--- src/rtl/mfs_pkg.sv ---
// Constants and types for the measurement fault sequencer
// Overview of operation
// - With auto check on, short check runs a set delay after measurement, default 5 ms.
// - Auto short check setting is off after reset.
// - A found short posts an error code, drives short flag low and error output.
// - Check request low during a measurement runs the check after it ends.
// - The short check finishes within about one millisecond.
// - Short flagged only when resistance is below the fixed 500 ohm threshold.
// - Check request forces a short check even with the auto setting off.
// - Internal trigger source skips the auto check but honours the request.
// - Comparison uses only comparator settings and measurement speed.
// - Differing settings raise an alarm and block start triggers.
// - Matching settings let the start trigger begin a measurement.
// - Wider second-stage window than first stage still counts as a match.
// - First stage holds a 0.000 to 9.999 percent tolerance; each unit picks a stage.
// - With retry on, a fault restarts the measurement instead of ending it.
// - A retry reruns contact improvement and pre-measure delay, not the trigger wait.
// - Faults lasting past the retry interval stop retrying and signal done.
// - Retry interval programmable 1 to 50 ms, default 2 ms.
// - Comparison defaults off and works only when enabled on both instruments.
// - A voltage fault from probe chatter can retry and drives the error output.
package mfs_pkg;
  localparam int unsigned CLK_HZ = 40_000_000;
  localparam int unsigned MS_CYCLES = CLK_HZ / 1000;
  localparam int unsigned SHORT_DELAY_MS = 5;
  localparam int unsigned CHECK_TIME_US = 1000;
  localparam int unsigned CHECK_CYCLES = CHECK_TIME_US * (CLK_HZ / 1_000_000);
  localparam int unsigned RETRY_MIN_MS = 1;
  localparam int unsigned RETRY_MAX_MS = 50;
  localparam int unsigned RETRY_DEF_MS = 2;
  localparam int unsigned TOL_MAX = 9999;
  localparam int unsigned SHORT_OHMS = 500;
  // APB map
  localparam logic [7:0] ADDR_CTRL = 8'h00;
  localparam logic [7:0] ADDR_TIMING = 8'h04;
  localparam logic [7:0] ADDR_LOCAL = 8'h08;
  localparam logic [7:0] ADDR_STATUS = 8'h0C;
  localparam logic [7:0] ADDR_ERRCODE = 8'h10;
  // CTRL fields
  localparam int unsigned CTRL_SHORT_EN = 0;
  localparam int unsigned CTRL_INT_TRIGGER = 1;
  localparam int unsigned CTRL_CMP_EN = 2;
  localparam int unsigned CTRL_SECOND = 3;
  localparam int unsigned CTRL_RETRY_EN = 4;
  localparam logic [31:0] CTRL_RESET = 32'h0000_0000;
  // Error codes
  localparam logic [7:0] ERR_NONE = 8'h00;
  localparam logic [7:0] ERR_PROBE_SHORT = 8'h15;
  localparam logic [7:0] ERR_VOLT = 8'h16;
  typedef enum logic [2:0] {
    MFS_IDLE = 3'b000,
    MFS_WAIT = 3'b010,
    MFS_MEAS = 3'b001,
    MFS_POST = 3'b011,
    MFS_CHECK = 3'b110
  } mfs_state_t;
endpackage

--- src/rtl/mfs_top.sv ---
// Measurement fault sequencer with APB register slave
`timescale 1ns/1ps
module mfs_top #(
  parameter int unsigned SHORT_DELAY_CYC = mfs_pkg::SHORT_DELAY_MS * mfs_pkg::MS_CYCLES,
  parameter int unsigned MS_CYC = mfs_pkg::MS_CYCLES,
  parameter int unsigned CHECK_CYC = mfs_pkg::CHECK_CYCLES
) (
  // Clock and reset
  input wire logic pclk,
  input wire logic presetn,
  // APB
  input wire logic psel,
  input wire logic penable,
  input wire logic pwrite,
  input wire logic [7:0] paddr,
  input wire logic [31:0] pwdata,
  output logic [31:0] prdata,
  output logic pready,
  output logic pslverr,
  // Handler I/O
  input wire logic measure_start_in,
  input wire logic short_check_request_n,
  output logic measure_done_out,
  output logic probe_short_flag_n,
  output logic error_out,
  output logic settings_alarm,
  // Analog front end
  output logic meas_go,
  output logic check_go,
  input wire logic meas_end,
  input wire logic meas_fault,
  input wire logic check_end,
  input wire logic [15:0] probe_ohms,
  // Peer link words
  input wire logic peer_valid,
  input wire logic peer_enabled,
  input wire logic peer_second,
  input wire logic [7:0] peer_speed,
  input wire logic [15:0] peer_upper,
  input wire logic [15:0] peer_lower
);
  typedef struct packed {
    mfs_pkg::mfs_state_t st;
    logic [31:0] cnt;
    logic [31:0] retry_cnt;
    logic check_pend;
    logic [4:0] ctrl;
    logic [13:0] tol;
    logic [5:0] retry_ms;
    logic [15:0] short_ms;
    logic [7:0] speed;
    logic [15:0] upper;
    logic [15:0] lower;
    logic match;
    logic alarm;
    logic done;
    logic short_flag;
    logic err;
    logic [7:0] err_code;
    logic go;
    logic cgo;
    logic [31:0] rdata;
  } mfs_reg_t;

  mfs_reg_t q, d;
  logic wr, rd;

  function automatic logic cmp_ok(input logic [7:0] sp, input logic [15:0] up, input logic [15:0] lo,
                                  input logic [7:0] psp, input logic [15:0] pup, input logic [15:0] plo,
                                  input logic second, input logic psecond);
    logic nest;
    nest = 1'b0;
    // Second stage window may enclose the first
    if (second) begin
      nest = (pup <= up) && (plo >= lo);
    end else if (psecond) begin
      nest = (up <= pup) && (lo >= plo);
    end
    cmp_ok = (sp == psp) && (((up == pup) && (lo == plo)) || nest);
  endfunction

  assign wr = psel && penable && pwrite;
  assign rd = psel && !penable && !pwrite;

  always_comb begin
    d = q;
    d.go = 1'b0;
    d.cgo = 1'b0;
    d.done = 1'b0;
    // Register writes
    if (wr) begin
      if (paddr == mfs_pkg::ADDR_CTRL) begin
        d.ctrl = pwdata[4:0];
      end else if (paddr == mfs_pkg::ADDR_TIMING) begin
        if (pwdata[5:0] >= 6'(mfs_pkg::RETRY_MIN_MS) && pwdata[5:0] <= 6'(mfs_pkg::RETRY_MAX_MS)) begin
          d.retry_ms = pwdata[5:0];
        end
        if (pwdata[31:16] != 16'h0000) begin
          d.short_ms = pwdata[31:16];
        end
        if (pwdata[15:8] == 8'hA5) begin
          d.err_code = mfs_pkg::ERR_NONE;
          d.short_flag = 1'b0;
          d.err = 1'b0;
        end
      end else if (paddr == mfs_pkg::ADDR_LOCAL) begin
        d.speed = pwdata[7:0];
        d.upper = pwdata[23:8];
        if (pwdata[31:24] != 8'h00) begin
          d.lower = {8'h00, pwdata[31:24]};
        end
        if (pwdata[31:24] == 8'h00 && pwdata[13:0] <= 14'(mfs_pkg::TOL_MAX)) begin
          d.tol = pwdata[13:0];
        end
      end
    end
    // Comparison refreshed on each cycle with peer_valid high from the peer words
    if (!q.ctrl[mfs_pkg::CTRL_CMP_EN] || !peer_enabled) begin
      d.match = 1'b1;
    end else if (peer_valid) begin
      d.match = cmp_ok(q.speed, q.upper, q.lower, peer_speed, peer_upper, peer_lower,
                       q.ctrl[mfs_pkg::CTRL_SECOND], peer_second);
    end
    d.alarm = !d.match;
    // Requests seen during measurement are held for after it
    if (!short_check_request_n) begin
      d.check_pend = 1'b1;
    end
    case (q.st)
      mfs_pkg::MFS_IDLE: begin
        if (measure_start_in && q.match && d.match) begin
          d.st = mfs_pkg::MFS_MEAS;
          d.go = 1'b1;
          d.retry_cnt = 32'(q.retry_ms) * 32'(MS_CYC);
        end else if (q.check_pend) begin
          d.st = mfs_pkg::MFS_CHECK;
          d.cgo = 1'b1;
          d.check_pend = 1'b0;
          d.cnt = 32'(CHECK_CYC);
        end
      end
      mfs_pkg::MFS_MEAS: begin
        if (q.retry_cnt != 32'h0000_0000) begin
          d.retry_cnt = q.retry_cnt - 32'h0000_0001;
        end
        if (meas_fault) begin
          d.err = 1'b1;
          d.err_code = mfs_pkg::ERR_VOLT;
          if (q.ctrl[mfs_pkg::CTRL_RETRY_EN] && q.retry_cnt != 32'h0000_0000) begin
            d.go = 1'b1;
          end else begin
            d.st = mfs_pkg::MFS_POST;
            d.done = 1'b1;
          end
        end else if (meas_end) begin
          d.st = mfs_pkg::MFS_POST;
          d.done = 1'b1;
        end
      end
      mfs_pkg::MFS_POST: begin
        if (q.check_pend || !short_check_request_n) begin
          d.st = mfs_pkg::MFS_CHECK;
          d.cgo = 1'b1;
          d.check_pend = 1'b0;
          d.cnt = 32'(CHECK_CYC);
        end else if (q.ctrl[mfs_pkg::CTRL_SHORT_EN] && !q.ctrl[mfs_pkg::CTRL_INT_TRIGGER]) begin
          d.st = mfs_pkg::MFS_WAIT;
          d.cnt = (q.short_ms == 16'(mfs_pkg::SHORT_DELAY_MS)) ? 32'(SHORT_DELAY_CYC)
                  : 32'(q.short_ms) * 32'(MS_CYC);
        end else begin
          d.st = mfs_pkg::MFS_IDLE;
        end
      end
      mfs_pkg::MFS_WAIT: begin
        if (q.cnt <= 32'h0000_0001) begin
          d.st = mfs_pkg::MFS_CHECK;
          d.cgo = 1'b1;
          d.check_pend = 1'b0;
          d.cnt = 32'(CHECK_CYC);
        end else begin
          d.cnt = q.cnt - 32'h0000_0001;
        end
      end
      mfs_pkg::MFS_CHECK: begin
        // Bounded wait keeps a dead front end from hanging
        if (check_end || q.cnt <= 32'h0000_0001) begin
          d.st = mfs_pkg::MFS_IDLE;
          if (check_end && probe_ohms < 16'(mfs_pkg::SHORT_OHMS)) begin
            d.short_flag = 1'b1;
            d.err = 1'b1;
            d.err_code = mfs_pkg::ERR_PROBE_SHORT;
          end
        end else begin
          d.cnt = q.cnt - 32'h0000_0001;
        end
      end
      default: begin
        d.st = mfs_pkg::MFS_IDLE;
      end
    endcase
    // Read data captured in setup phase
    if (rd) begin
      if (paddr == mfs_pkg::ADDR_CTRL) begin
        d.rdata = {27'h0, q.ctrl};
      end else if (paddr == mfs_pkg::ADDR_TIMING) begin
        d.rdata = {q.short_ms, 10'h0, q.retry_ms};
      end else if (paddr == mfs_pkg::ADDR_LOCAL) begin
        d.rdata = {q.lower[7:0], q.upper, q.speed};
      end else if (paddr == mfs_pkg::ADDR_STATUS) begin
        d.rdata = {18'h0, q.tol[7:0], q.match, q.alarm, q.short_flag, q.err, q.st[1:0]};
      end else if (paddr == mfs_pkg::ADDR_ERRCODE) begin
        d.rdata = {24'h0, q.err_code};
      end else begin
        d.rdata = 32'h0000_0000;
      end
    end
  end

  always_ff @(posedge pclk or negedge presetn) begin
    if (!presetn) begin
      q <= '0;
      q.ctrl <= mfs_pkg::CTRL_RESET[4:0];
      q.retry_ms <= 6'(mfs_pkg::RETRY_DEF_MS);
      q.short_ms <= 16'(mfs_pkg::SHORT_DELAY_MS);
      q.match <= 1'b1;
    end else begin
      q <= d;
    end
  end

  assign pready = 1'b1;
  assign prdata = q.rdata;
  assign pslverr = psel && penable && !((paddr == mfs_pkg::ADDR_CTRL) || (paddr == mfs_pkg::ADDR_TIMING) ||
                   (paddr == mfs_pkg::ADDR_LOCAL) || (paddr == mfs_pkg::ADDR_STATUS) ||
                   (paddr == mfs_pkg::ADDR_ERRCODE));
  assign measure_done_out = q.done;
  assign probe_short_flag_n = !q.short_flag;
  assign error_out = q.err;
  assign settings_alarm = q.alarm;
  assign meas_go = q.go;
  assign check_go = q.cgo;
endmodule

--- config.mk ---
export PLATFORM = sky130hd
export DESIGN_NAME = mfs_top
export DESIGN_NICKNAME = d
export VERILOG_FILES = /design/src/rtl/mfs_pkg.sv /design/src/rtl/mfs_top.sv
export SDC_FILE = /design/constraint.sdc
export NUM_CORES = 1
export LEC_CHECK = 0
export BUFFER_PORTS_ARGS = -buffer_cell sky130_fd_sc_hd__buf_2
export CORE_ASPECT_RATIO = 2
export CORE_UTILIZATION = 50
export CTS_CLUSTER_SIZE = 10
export DETAILED_ROUTE_END_ITERATION = 10
export PLACE_DENSITY = 0.7
export SLEW_MARGIN = 20
export SYNTH_ARGS = -nofsm -noshare
export SYNTH_HDL_FRONTEND = slang
export SYNTH_SLANG_ARGS = --single-unit
export TNS_END_PERCENT = 10
--- constraint.sdc ---
create_clock -name pclk -period 6.5 [get_ports pclk]
set_clock_uncertainty 0.2 [all_clocks]
set_input_delay 0.65 -clock pclk [delete_from_list [all_inputs] [get_ports pclk]]
set_output_delay 0.65 -clock pclk [all_outputs]
set_load 0.02 [all_outputs]
==> metrics.csv, run 1 <==
metric;value;unit
placed insts;1924;
Layout area overhead;10.5;%
Final Power;3.49;mW
Max Fclk;0.172;GHz
core box area;26200;sq um
ys async rst share;1.00;
final hold violation count;0;
DR vias;11443;
syn nets;1780;
area leader, netlist;dfrtp_1;
die area;27300;sq um
Skew-Pair Late Insertion Delay;460;ps
antenna-violating nets left;0;
largest net degree at the start of global routing;111;
Global Route Usage Sum;0.283;
Syn Area/Cell;8.88;sq um
CTS resizes;0;
clock-pin slew on the worst setup and hold paths;70;ps
setup bufs post-CTS;0;
commonest cells in the netlist;178 x dfrtp_1, 168 x nand2_1, 165 x inv_1;
placed cell area;14200;sq um
Root Buffer;clkbuf_16;
CTS sink cnt;182;
Total Routed Length;37200;um
starting density of the core;0.509;
critical path data required time;6640;ps
CP Class;register to register;
Worst IR Drop VDD;0.244;mV
Die Span X;117;um
GR Overflow Total;0;
Fill cells;2402;
HP Class;input pin to asynchronous set/reset pin;
dpl hpwl;29000;um
WHS;104;ps
leakage power;7.54;nW
total CTS buffers;17;
Vert. Die Dim;233;um
Crit. End Element;register;
routability cong.;0.928;
final std cells w/o fill;1956;
vias in the first global route;11715;
Longest Clk Path Bufs;2;
met2 usage;0.549;
Most Crowded Layer GR;met2;
ys flop type;dfrtp_1;
share of cells above drive strength 1;0.159;
max-slew violations;0;
drt first pass iters;7;
Site Rows;84;
Vias/cell;5.85;
status;finished clean;
initial antenna violation count;1;
final setup margin;691;ps
area of the multi-input gates;7700;sq um
Hold-fix buffers, CTS;0;
Final TNS setup;0;ps
most common cell in the netlist;dfrtp_1;
slew margin rel.;0.309;
Yosys cell types;73;
Setup WS pre-CTS;776;ps
post-synth top area share;0.335;
CTS HTree Levels;4;
Final Util;0.562;
Net count, final;1880;
RSZ-0062 raised after global routing;false;
Top-Level Pins;149;
diode count;0;
first-pass GRT wire length;59500;um
Syn Inst Count;1499;
PD cells;238;nW/um^2
Setup Viol. Count Final;0;
Avg WL per Cell;19.0;um
Netlist Area Pre-Place;13300;sq um
grt met3 use;0.0404;
TritonCTS clock tree;built;
Tmin final;5810;ps
Synth area leaders;dfrtp_1 33%, ha_1 12%, fa_1 6.3%, nand2_1 4.7%, inv_1 4.7%;
Worst Tran Pin Value;1030;ps
Residual DRC;0;
fin area;14700;sq um
Post-synth EDFFs;0;
Synth Register Bits;182;
final cycle utilization of the critical path;0.894;
Crit Path Max Fanout;5;
1st-iter DRT viols;549;
FF/Latch Area;4560;sq um
Synth Warn #;0;
PortBufs;145;
post-synthesis sequential area ratio;0.343;
met1 Use GR;0.274;
startpoint types;register;
worst path arrival time;5950;ps
max cap viols;0;
per-layer routing:
| layer | routed length [um] | up-vias | share of wire |
|---|---|---|---|
| li1 | - | 5375 | - |
| met1 | 12900 | 5603 | 0.35 |
| met2 | 20600 | 350 | 0.55 |
| met3 | 1480 | 113 | 0.040 |
| met4 | 2280 | 2 | 0.061 |
| met5 | 11 | - | 0.00030 |
layout by cell type (no fill, tap or decap), types with 19 or more instances in the layout:
| master | netlist | final |
|---|---|---|
| a22oi_1 | 33 | 33 |
| fa_1 | 42 | 42 |
| inv_1 | 165 | 165 |
| nand2_1 | 168 | 168 |
| mux2_2 | 35 | 35 |
| nor3_1 | 44 | 43 |
| or3_1 | 19 | 19 |
| xnor2_1 | 33 | 33 |
| ha_1 | 130 | 130 |
| nand3_1 | 20 | 20 |
| a21oi_1 | 96 | 96 |
| nor4_1 | 26 | 26 |
| nor2_1 | 123 | 123 |
| buf_2 | 5 | 144 |
| o21ai_0 | 95 | 95 |
| dfrtp_1 | 178 | 178 |
layout make-up:
type | instances | share of cell area
flip-flops and latches | 182 | 0.310
inverters | 165 | 0.0421
repair buffers | 163 | 0.0591
multi-input cells | 1070 | 0.523
clock buffers | 22 | 0.0316
well taps | 344 | 0.0293
clock inverters | 10 | 0.00485
worst max-delay path, stage by stage, from the launching register on:
cell and delay, ps:
dfrtp_1 510, inv_1 200, fa_1 540, inv_1 40
ha_1 270, inv_1 50, fa_1 530, inv_1 40
ha_1 270, inv_1 50, fa_1 500, inv_1 40
ha_1 320, or2_2 310, a31oi_1 250, a211oi_1 130
o31ai_1 470, a21oi_1 180, a21o_1 210, a21oi_1 160
xnor2_1 110, a221o_1 310
flip-flops by register name, indices dropped and copies added, names as in the netlist:
name              flops
q                   145
prdata               32
check_go              1
error_out             1
meas_go               1
measure_done_out      1
settings_alarm        1
report_power, final:
part	switching [mW]	internal, mW	total, mW
Sequential	0.156	1.27	1.43
Combinational	0.725	0.364	1.09
Clock	0.467	0.513	0.980
logic make-up (layout without fill, tap and decap cells):
group           Yosys count  count (layout)  share of synthesized area
simple gates            481             481                      0.172
fa+ha+maj               172             172                      0.185
flops                   182             182                      0.343
xor+xnor                 47              47                     0.0309
mux                      35              35                     0.0296
compound gates          334             334                      0.159
other cells               1               1                   0.000282
buf+inv                 247             360                     0.0803
path summary, 6_finish.rpt:
check | start | end | slack [ps] | cells after the start
worst max-delay path | q[92] | q[192] | 690 | 21
worst min-delay path | presetn | prdata[25] | 100 | 1
worst max register to register | q[92] | q[192] | 690 | 21
worst min register to register | q[170] | q[170] | 300 | 2
max in group asynchronous | presetn | q[169] | 4440 | 2
min in group pclk | pwdata[15] | q[70] | 200 | 3
(Power assumes the default switching activity.)
==> run 2, diff against run 1 <==
--- a/config.mk
+++ b/config.mk
@@ -7,10 +7,10 @@
 export LEC_CHECK = 0
 export BUFFER_PORTS_ARGS = -buffer_cell sky130_fd_sc_hd__buf_2
 export CORE_ASPECT_RATIO = 2
-export CORE_UTILIZATION = 50
+export CORE_MARGIN = 2
+export CORE_UTILIZATION = 45
 export CTS_CLUSTER_SIZE = 10
 export DETAILED_ROUTE_END_ITERATION = 10
-export PLACE_DENSITY = 0.7
 export SLEW_MARGIN = 20
 export SYNTH_ARGS = -nofsm -noshare
 export SYNTH_HDL_FRONTEND = slang
==> metrics.csv, run 2 (synthesized netlist as in run 1, its figures left out) <==
metric;value;unit;change
status;finished clean;;unchanged
max cap viols;0;;unchanged
placed cell area;14200;sq um;about the same
crit-path leading delay family;adder cells;;unchanged
Fill cells;2740;;was 2402
fin area;14700;sq um;about the same
GR Overflow Total;0;;unchanged
die area;31100;sq um;was 27300 sq um
slew margin rel.;0.341;;was 0.309
Setup Viol. Count Final;0;;unchanged
Site Rows;89;;was 84
Worst IR Drop VDD;0.211;mV;was 0.244 mV
worst path arrival time;5520;ps;was 5950 ps
DR vias;11093;;was 11443
Critical R2R Launch;q[93];;was q[92]
critical path data required time;6640;ps;about the same
clock-pin slew on the worst setup and hold paths;70;ps;about the same
startpoint types;register;;unchanged
Vias/cell;5.63;;was 5.85
core box area;29300;sq um;was 26200 sq um
WP buf/inv;6;;unchanged
CTS sink cnt;182;;unchanged
Largest register FFs;145;;unchanged
commonest cells after routing, fill and taps aside;178 x dfrtp_1, 168 x nand2_1, 165 x inv_1, 144 x buf_2, 130 x ha_1;;unchanged
dpl hpwl;27200;um;was 29000 um
Max Fclk;0.186;GHz;was 0.172 GHz
cell repeated most along the worst path;inv_1;;unchanged
antenna-violating nets left;0;;unchanged
Hold-fix buffers, CTS;0;;unchanged
max incr delay on CP;530;ps;was 540 ps
Layout area overhead;10.6;%;was 10.5%
vias in the first global route;10990;;was 11715
final cycle utilization of the critical path;0.827;;was 0.894
FF/Latch Area;4560;sq um;unchanged
starting density of the core;0.455;;was 0.509
Tmin final;5380;ps;was 5810 ps
Crit Path Max Fanout;5;;unchanged
largest net degree at the start of global routing;117;;was 111
HP Class;input pin to asynchronous set/reset pin;;unchanged
RSZ-0062 raised after global routing;false;;unchanged
PD cells;239;nW/um^2;was 238 nW/um^2
CTS HTree Levels;4;;unchanged
reg2reg setup slack;1120;ps;was 690 ps
r2r endpoint;q[192];;unchanged
routability cong.;0.880;;was 0.928
drt first pass iters;5;;was 7
CP Class;register to register;;unchanged
Residual DRC;0;;unchanged
final hold violation count;0;;unchanged
PortBufs;145;;unchanged
Skew-Pair Late Insertion Delay;460;ps;about the same
Longest Clk Path Bufs;2;;unchanged
diode count;0;;unchanged
Net count, final;1874;;was 1880
leakage power;7.51;nW;was 7.54 nW
CTS resizes;0;;unchanged
Global Route Usage Sum;0.232;;was 0.283
TritonCTS clock tree;built;;unchanged
total CTS buffers;17;;unchanged
first-pass GRT wire length;57500;um;was 59500 um
Final TNS setup;0;ps;unchanged
most common cell after layout, fill and taps aside;dfrtp_1;;unchanged
FF-to-FF path depth;21;;unchanged
Top-Level Pins;149;;unchanged
Vert. Die Dim;247;um;was 233 um
Worst Tran Pin Value;989;ps;was 1030 ps
Root Buffer;clkbuf_16;;unchanged
crit path cell chain;inv_1 > fa_1 > inv_1 > ha_1 > inv_1 > fa_1 > inv_1 > ha_1 > inv_1 > fa_1 > inv_1 > ha_1 > or2_2 > a31oi_1 > a211oi_1 > o31ai_1 > a21oi_1 > a21o_1 > a21oi_1 > xnor2_1 > a221o_1;;unchanged
1st-iter DRT viols;824;;was 549
Crit. End Element;register;;unchanged
Slowest cell on crit path;fa_1;;unchanged
most flop-heavy register;q;;unchanged
Total Routed Length;35400;um;was 37200 um
Final Util;0.503;;was 0.562
Die Span X;126;um;was 117 um
max-slew violations;0;;unchanged
Avg WL per Cell;18.0;um;was 19.0 um
Stages on worst setup path;21;;unchanged
share of cells above drive strength 1;0.158;;was 0.159
setup bufs post-CTS;0;;unchanged
area of the multi-input gates;7700;sq um;about the same
initial antenna violation count;5;;was 1
==> run 2: worst max path at each step <==
stage | end | start | slack, ps
final | q[192] | q[93] | 1120
after floorplan | q[192] | q[91] | 1550
after global placement | q[192] | q[91] | 1080
after CTS | q[192] | q[92] | 1060
after detailed placement | q[192] | q[92] | 1060
after global routing | q[192] | q[91] | 790
==> run 2: worst register-to-register path, stage by stage, from the launching register on <==
cell,delay (ps)
dfrtp_1,480
inv_1,180
fa_1,500
inv_1,40
ha_1,270
inv_1,50
fa_1,530
inv_1,40
ha_1,260
inv_1,50
fa_1,490
inv_1,40
ha_1,320
or2_2,300
a31oi_1,220
a211oi_1,100
o31ai_1,290
a21oi_1,150
a21o_1,200
a21oi_1,170
xnor2_1,100
a221o_1,290
==> run 2: final cells by class <==
| type | instances | area share |
|---|---|---|
| multi-input cells | 1070 | 0.523 |
| flip-flops and latches | 182 | 0.310 |
| repair buffers | 157 | 0.0560 |
| inverters | 165 | 0.0421 |
| well taps | 364 | 0.0309 |
| clock buffers | 19 | 0.0301 |
| clock inverters | 13 | 0.00816 |
==> run 2: where the power goes <==
group	switching (mW)	internal, mW	total, mW	leakage, nW
sequential	0.152	1.27	1.42	2.38
combinational	0.721	0.359	1.08	4.86
clock	0.478	0.542	1.02	0.271
total	1.35	2.17	3.52	7.51
==> run 2: through the flow <==
stage	cells	setup WS, ps	total power [mW]	hold slack, ps
CTS	1970	1060	3.53	154
global route	1970	792	3.74	158
finish	1970	1120	3.52	65.4
global placement	1938	1080	2.47	258
floorplan	1499	1550	2.20	154
detailed placement	1938	1060	2.51	263
==> run 2: metal layers <==
metal	global-route usage	wire length, um	vias up
met5	0	63	-
met4	0.0761	747	10
met3	0.0493	2170	51
met2	0.371	16500	325
met1	0.313	15900	5351
li1	-	-	5356
==> run 3, diff against run 2 <==
--- a/config.mk
+++ b/config.mk
@@ -5,6 +5,7 @@
 export SDC_FILE = /design/constraint.sdc
 export NUM_CORES = 1
 export LEC_CHECK = 0
+export ABC_AREA = 1
 export BUFFER_PORTS_ARGS = -buffer_cell sky130_fd_sc_hd__buf_2
 export CORE_ASPECT_RATIO = 2
 export CORE_MARGIN = 2
==> constraint.sdc (replaced) <==
create_clock -name pclk -period 5.16 [get_ports pclk]
set_clock_uncertainty 0.2 [all_clocks]
set_input_delay 0.516 -clock pclk [delete_from_list [all_inputs] [get_ports pclk]]
set_output_delay 0.516 -clock pclk [all_outputs]
set_load 0.02 [all_outputs]
==> metrics.csv, run 3 <==
metric;value;unit;change
leakage power;8.80;nW;was 7.51 nW
ys flop type;dfrtp_1;;unchanged
FF/Latch Area;4560;sq um;about the same
GR Overflow Total;0;;unchanged
Yosys cell types;64;;was 73
total CTS buffers;17;;unchanged
1st-iter DRT viols;705;;was 824
Worst Hold Depth;3;;
Netlist Area Pre-Place;14500;sq um;was 13300 sq um
WP buf/inv;6;;unchanged
CP Class;register to register;;unchanged
crit-path leading delay family;adder cells;;unchanged
vias in the first global route;12657;;was 10990
antenna-violating nets left;0;;unchanged
Root Buffer;clkbuf_16;;unchanged
Avg WL per Cell;15.2;um;was 18.0 um
Crit. End Element;register;;unchanged
HP Class;input pin to register;;was input pin to asynchronous set/reset pin
DR vias;12592;;was 11093
reg2reg setup slack;330;ps;was 1120 ps
Top-Level Pins;149;;unchanged
r2r endpoint;q[187];;was q[192]
slew margin rel.;0.375;;was 0.341
TritonCTS clock tree;built;;unchanged
cell repeated most along the worst path;nand2_1;;was inv_1
Setup Viol. Count Final;0;;unchanged
starting density of the core;0.454;;was 0.455
Total Routed Length;37600;um;was 35400 um
Slowest cell on crit path;fa_1;;unchanged
Stages on worst setup path;25;;was 21
most common cell in the netlist;nand2_1;;was dfrtp_1
status;finished clean;;unchanged
Largest register FFs;145;;unchanged
diode count;0;;unchanged
die area;33800;sq um;was 31100 sq um
Syn Area/Cell;7.54;sq um;was 8.88 sq um
final std cells w/o fill;2474;;was 1970
Worst Hold Launch;pwdata[11];;
Net count, final;2315;;was 1874
worst path arrival time;4990;ps;was 5520 ps
critical path data required time;5320;ps;was 6640 ps
FF-to-FF path depth;25;;was 21
PortBufs;145;;unchanged
Worst IR Drop VDD;0.286;mV;was 0.211 mV
Post-synth EDFFs;0;;unchanged
Site Rows;93;;was 89
clock-pin slew on the worst setup and hold paths;90;ps;was 70 ps
max cap viols;0;;unchanged
dpl hpwl;30000;um;was 27200 um
Die Span X;131;um;was 126 um
commonest cells in the netlist;465 x nand2_1, 323 x inv_1, 178 x dfrtp_1;;was 178 x dfrtp_1, 168 x nand2_1, 165 x inv_1
Syn Inst Count;1927;;was 1499
Synth area leaders;dfrtp_1 31%, nand2_1 12%, ha_1 11%, inv_1 8.3%, fa_1 5.8%;;was dfrtp_1 33%, ha_1 12%, fa_1 6.3%, nand2_1 4.7%, inv_1 4.7%
RSZ-0062 raised after global routing;false;;unchanged
max-slew violations;0;;unchanged
Synth Warn #;0;;unchanged
post-synth top area share;0.307;;was 0.335
Max Fclk;0.207;GHz;was 0.186 GHz
Synth Register Bits;182;;unchanged
post-synthesis sequential area ratio;0.314;;was 0.343
first-pass GRT wire length;62000;um;was 57500 um
PD cells;397;nW/um^2;was 239 nW/um^2
initial antenna violation count;0;;was 5
drt first pass iters;5;;unchanged
Skew-Pair Late Insertion Delay;460;ps;about the same
area of the multi-input gates;8240;sq um;was 7700 sq um
most flop-heavy register;q;;unchanged
Vias/cell;5.09;;was 5.63
core box area;32000;sq um;was 29300 sq um
Layout area overhead;10.8;%;was 10.6%
Global Route Usage Sum;0.232;;about the same
final cycle utilization of the critical path;0.935;;was 0.827
Final TNS setup;0;ps;unchanged
Worst Tran Pin Value;930;ps;was 989 ps
share of cells above drive strength 1;0.140;;was 0.158
max incr delay on CP;540;ps;was 530 ps
Fill cells;3176;;was 2740
ys async rst share;1.00;;unchanged
Hold EP;q[66];;
syn nets;2208;;was 1780
Residual DRC;0;;unchanged
Critical R2R Launch;q[91];;was q[93]
startpoint types;register;;unchanged
largest net degree at the start of global routing;81;;was 117
placed insts;2434;;was 1938
area leader, netlist;dfrtp_1;;unchanged
Longest Clk Path Bufs;2;;unchanged
Tmin final;4830;ps;was 5380 ps
commonest cells after routing, fill and taps aside;465 x nand2_1, 318 x inv_1, 177 x dfrtp_1, 146 x nor2_1, 144 x buf_2;;was 178 x dfrtp_1, 168 x nand2_1, 165 x inv_1, 144 x buf_2, 130 x ha_1
routability cong.;0.900;;was 0.880
final hold violation count;0;;unchanged
most common cell after layout, fill and taps aside;nand2_1;;was dfrtp_1
CTS sink cnt;182;;unchanged
CTS HTree Levels;4;;unchanged
Crit Path Max Fanout;6;;was 5
Vert. Die Dim;258;um;was 247 um
[run 3: per-layer routing]
| layer | global-route usage | part of all wire | wire length [um] |
|---|---|---|---|
| met1 | 0.255 | 0.39 | 14800 |
| met4 | 0.0887 | 0.031 | 1160 |
| met5 | 0 | 0 | 0 |
| met3 | 0.0273 | 0.031 | 1170 |
| met2 | 0.441 | 0.54 | 20500 |
[run 3: power by group]
group          internal [mW]  total [mW]  switching, mW
Sequential              1.65        1.85          0.205
Clock                  0.682        1.40          0.718
Combinational           1.05        3.14           2.09
Total                   3.38        6.39           3.01
[run 3: timing repair]
item | CTS | global route
resized for setup | 0 | 7
hold buffers | 1 | 0
endpoints found under the hold margin | 77 | 0
buffers inserted | 0 | 7
endpoints found under the setup margin | 0 | 5
[run 3: kinds of logic (layout without fill, tap and decap cells)]
kind of cell               after synthesis  count (layout)  share of synthesized area
AOI/OAI and AO/OA                      325             325                      0.130
xor gates and xnor gates                48              48                     0.0289
adders and majority gates              172             172                      0.170
buffers and inverters                  407             527                      0.120
DFF                                    182             182                      0.314
other                                    1               1                   0.000258
and+or+nand+nor                        792             792                      0.237
[run 3: layout make-up]
class,instances,share of cell area
Sequential cell,182,0.283
Clock buffer,18,0.0273
Tap cell,427,0.0332
Timing Repair Buffer,162,0.0537
Inverter,333,0.0785
Clock inverter,14,0.0121
Multi-Input combinational cell,1338,0.512
[run 3: metrics by stage]
| stage | setup slack, ps | area, sq um | total power [mW] | util | hold WS (ps) |
|---|---|---|---|---|---|
| floorplan | 739 | 14500 | 4.36 | - | 20.4 |
| global placement | 198 | 15400 | 4.99 | 0.481 | 258 |
| detailed placement | 217 | 15400 | 5.02 | 0.481 | 261 |
| CTS | 218 | 16000 | 6.44 | 0.501 | 63.4 |
| global route | 0.422 | 16100 | 6.95 | 0.503 | 79.9 |
| finish | 334 | 16100 | 6.39 | 0.503 | 79.8 |
[run 3: tightest hold or removal path, delay by kind of cell]
kind                   cells  cell delay (ps)
buffers and inverters      1              100
AND/OR/NAND/NOR            2              100
[run 3: how the worst max path moves through the flow]
stage               slack [ps]   from      to
global placement           200  q[94]  q[191]
global route               0.4  q[96]  q[191]
CTS                        220  q[98]  q[191]
detailed placement         220  q[97]  q[191]
finish                     330  q[91]  q[187]
floorplan                  740  q[91]  q[187]
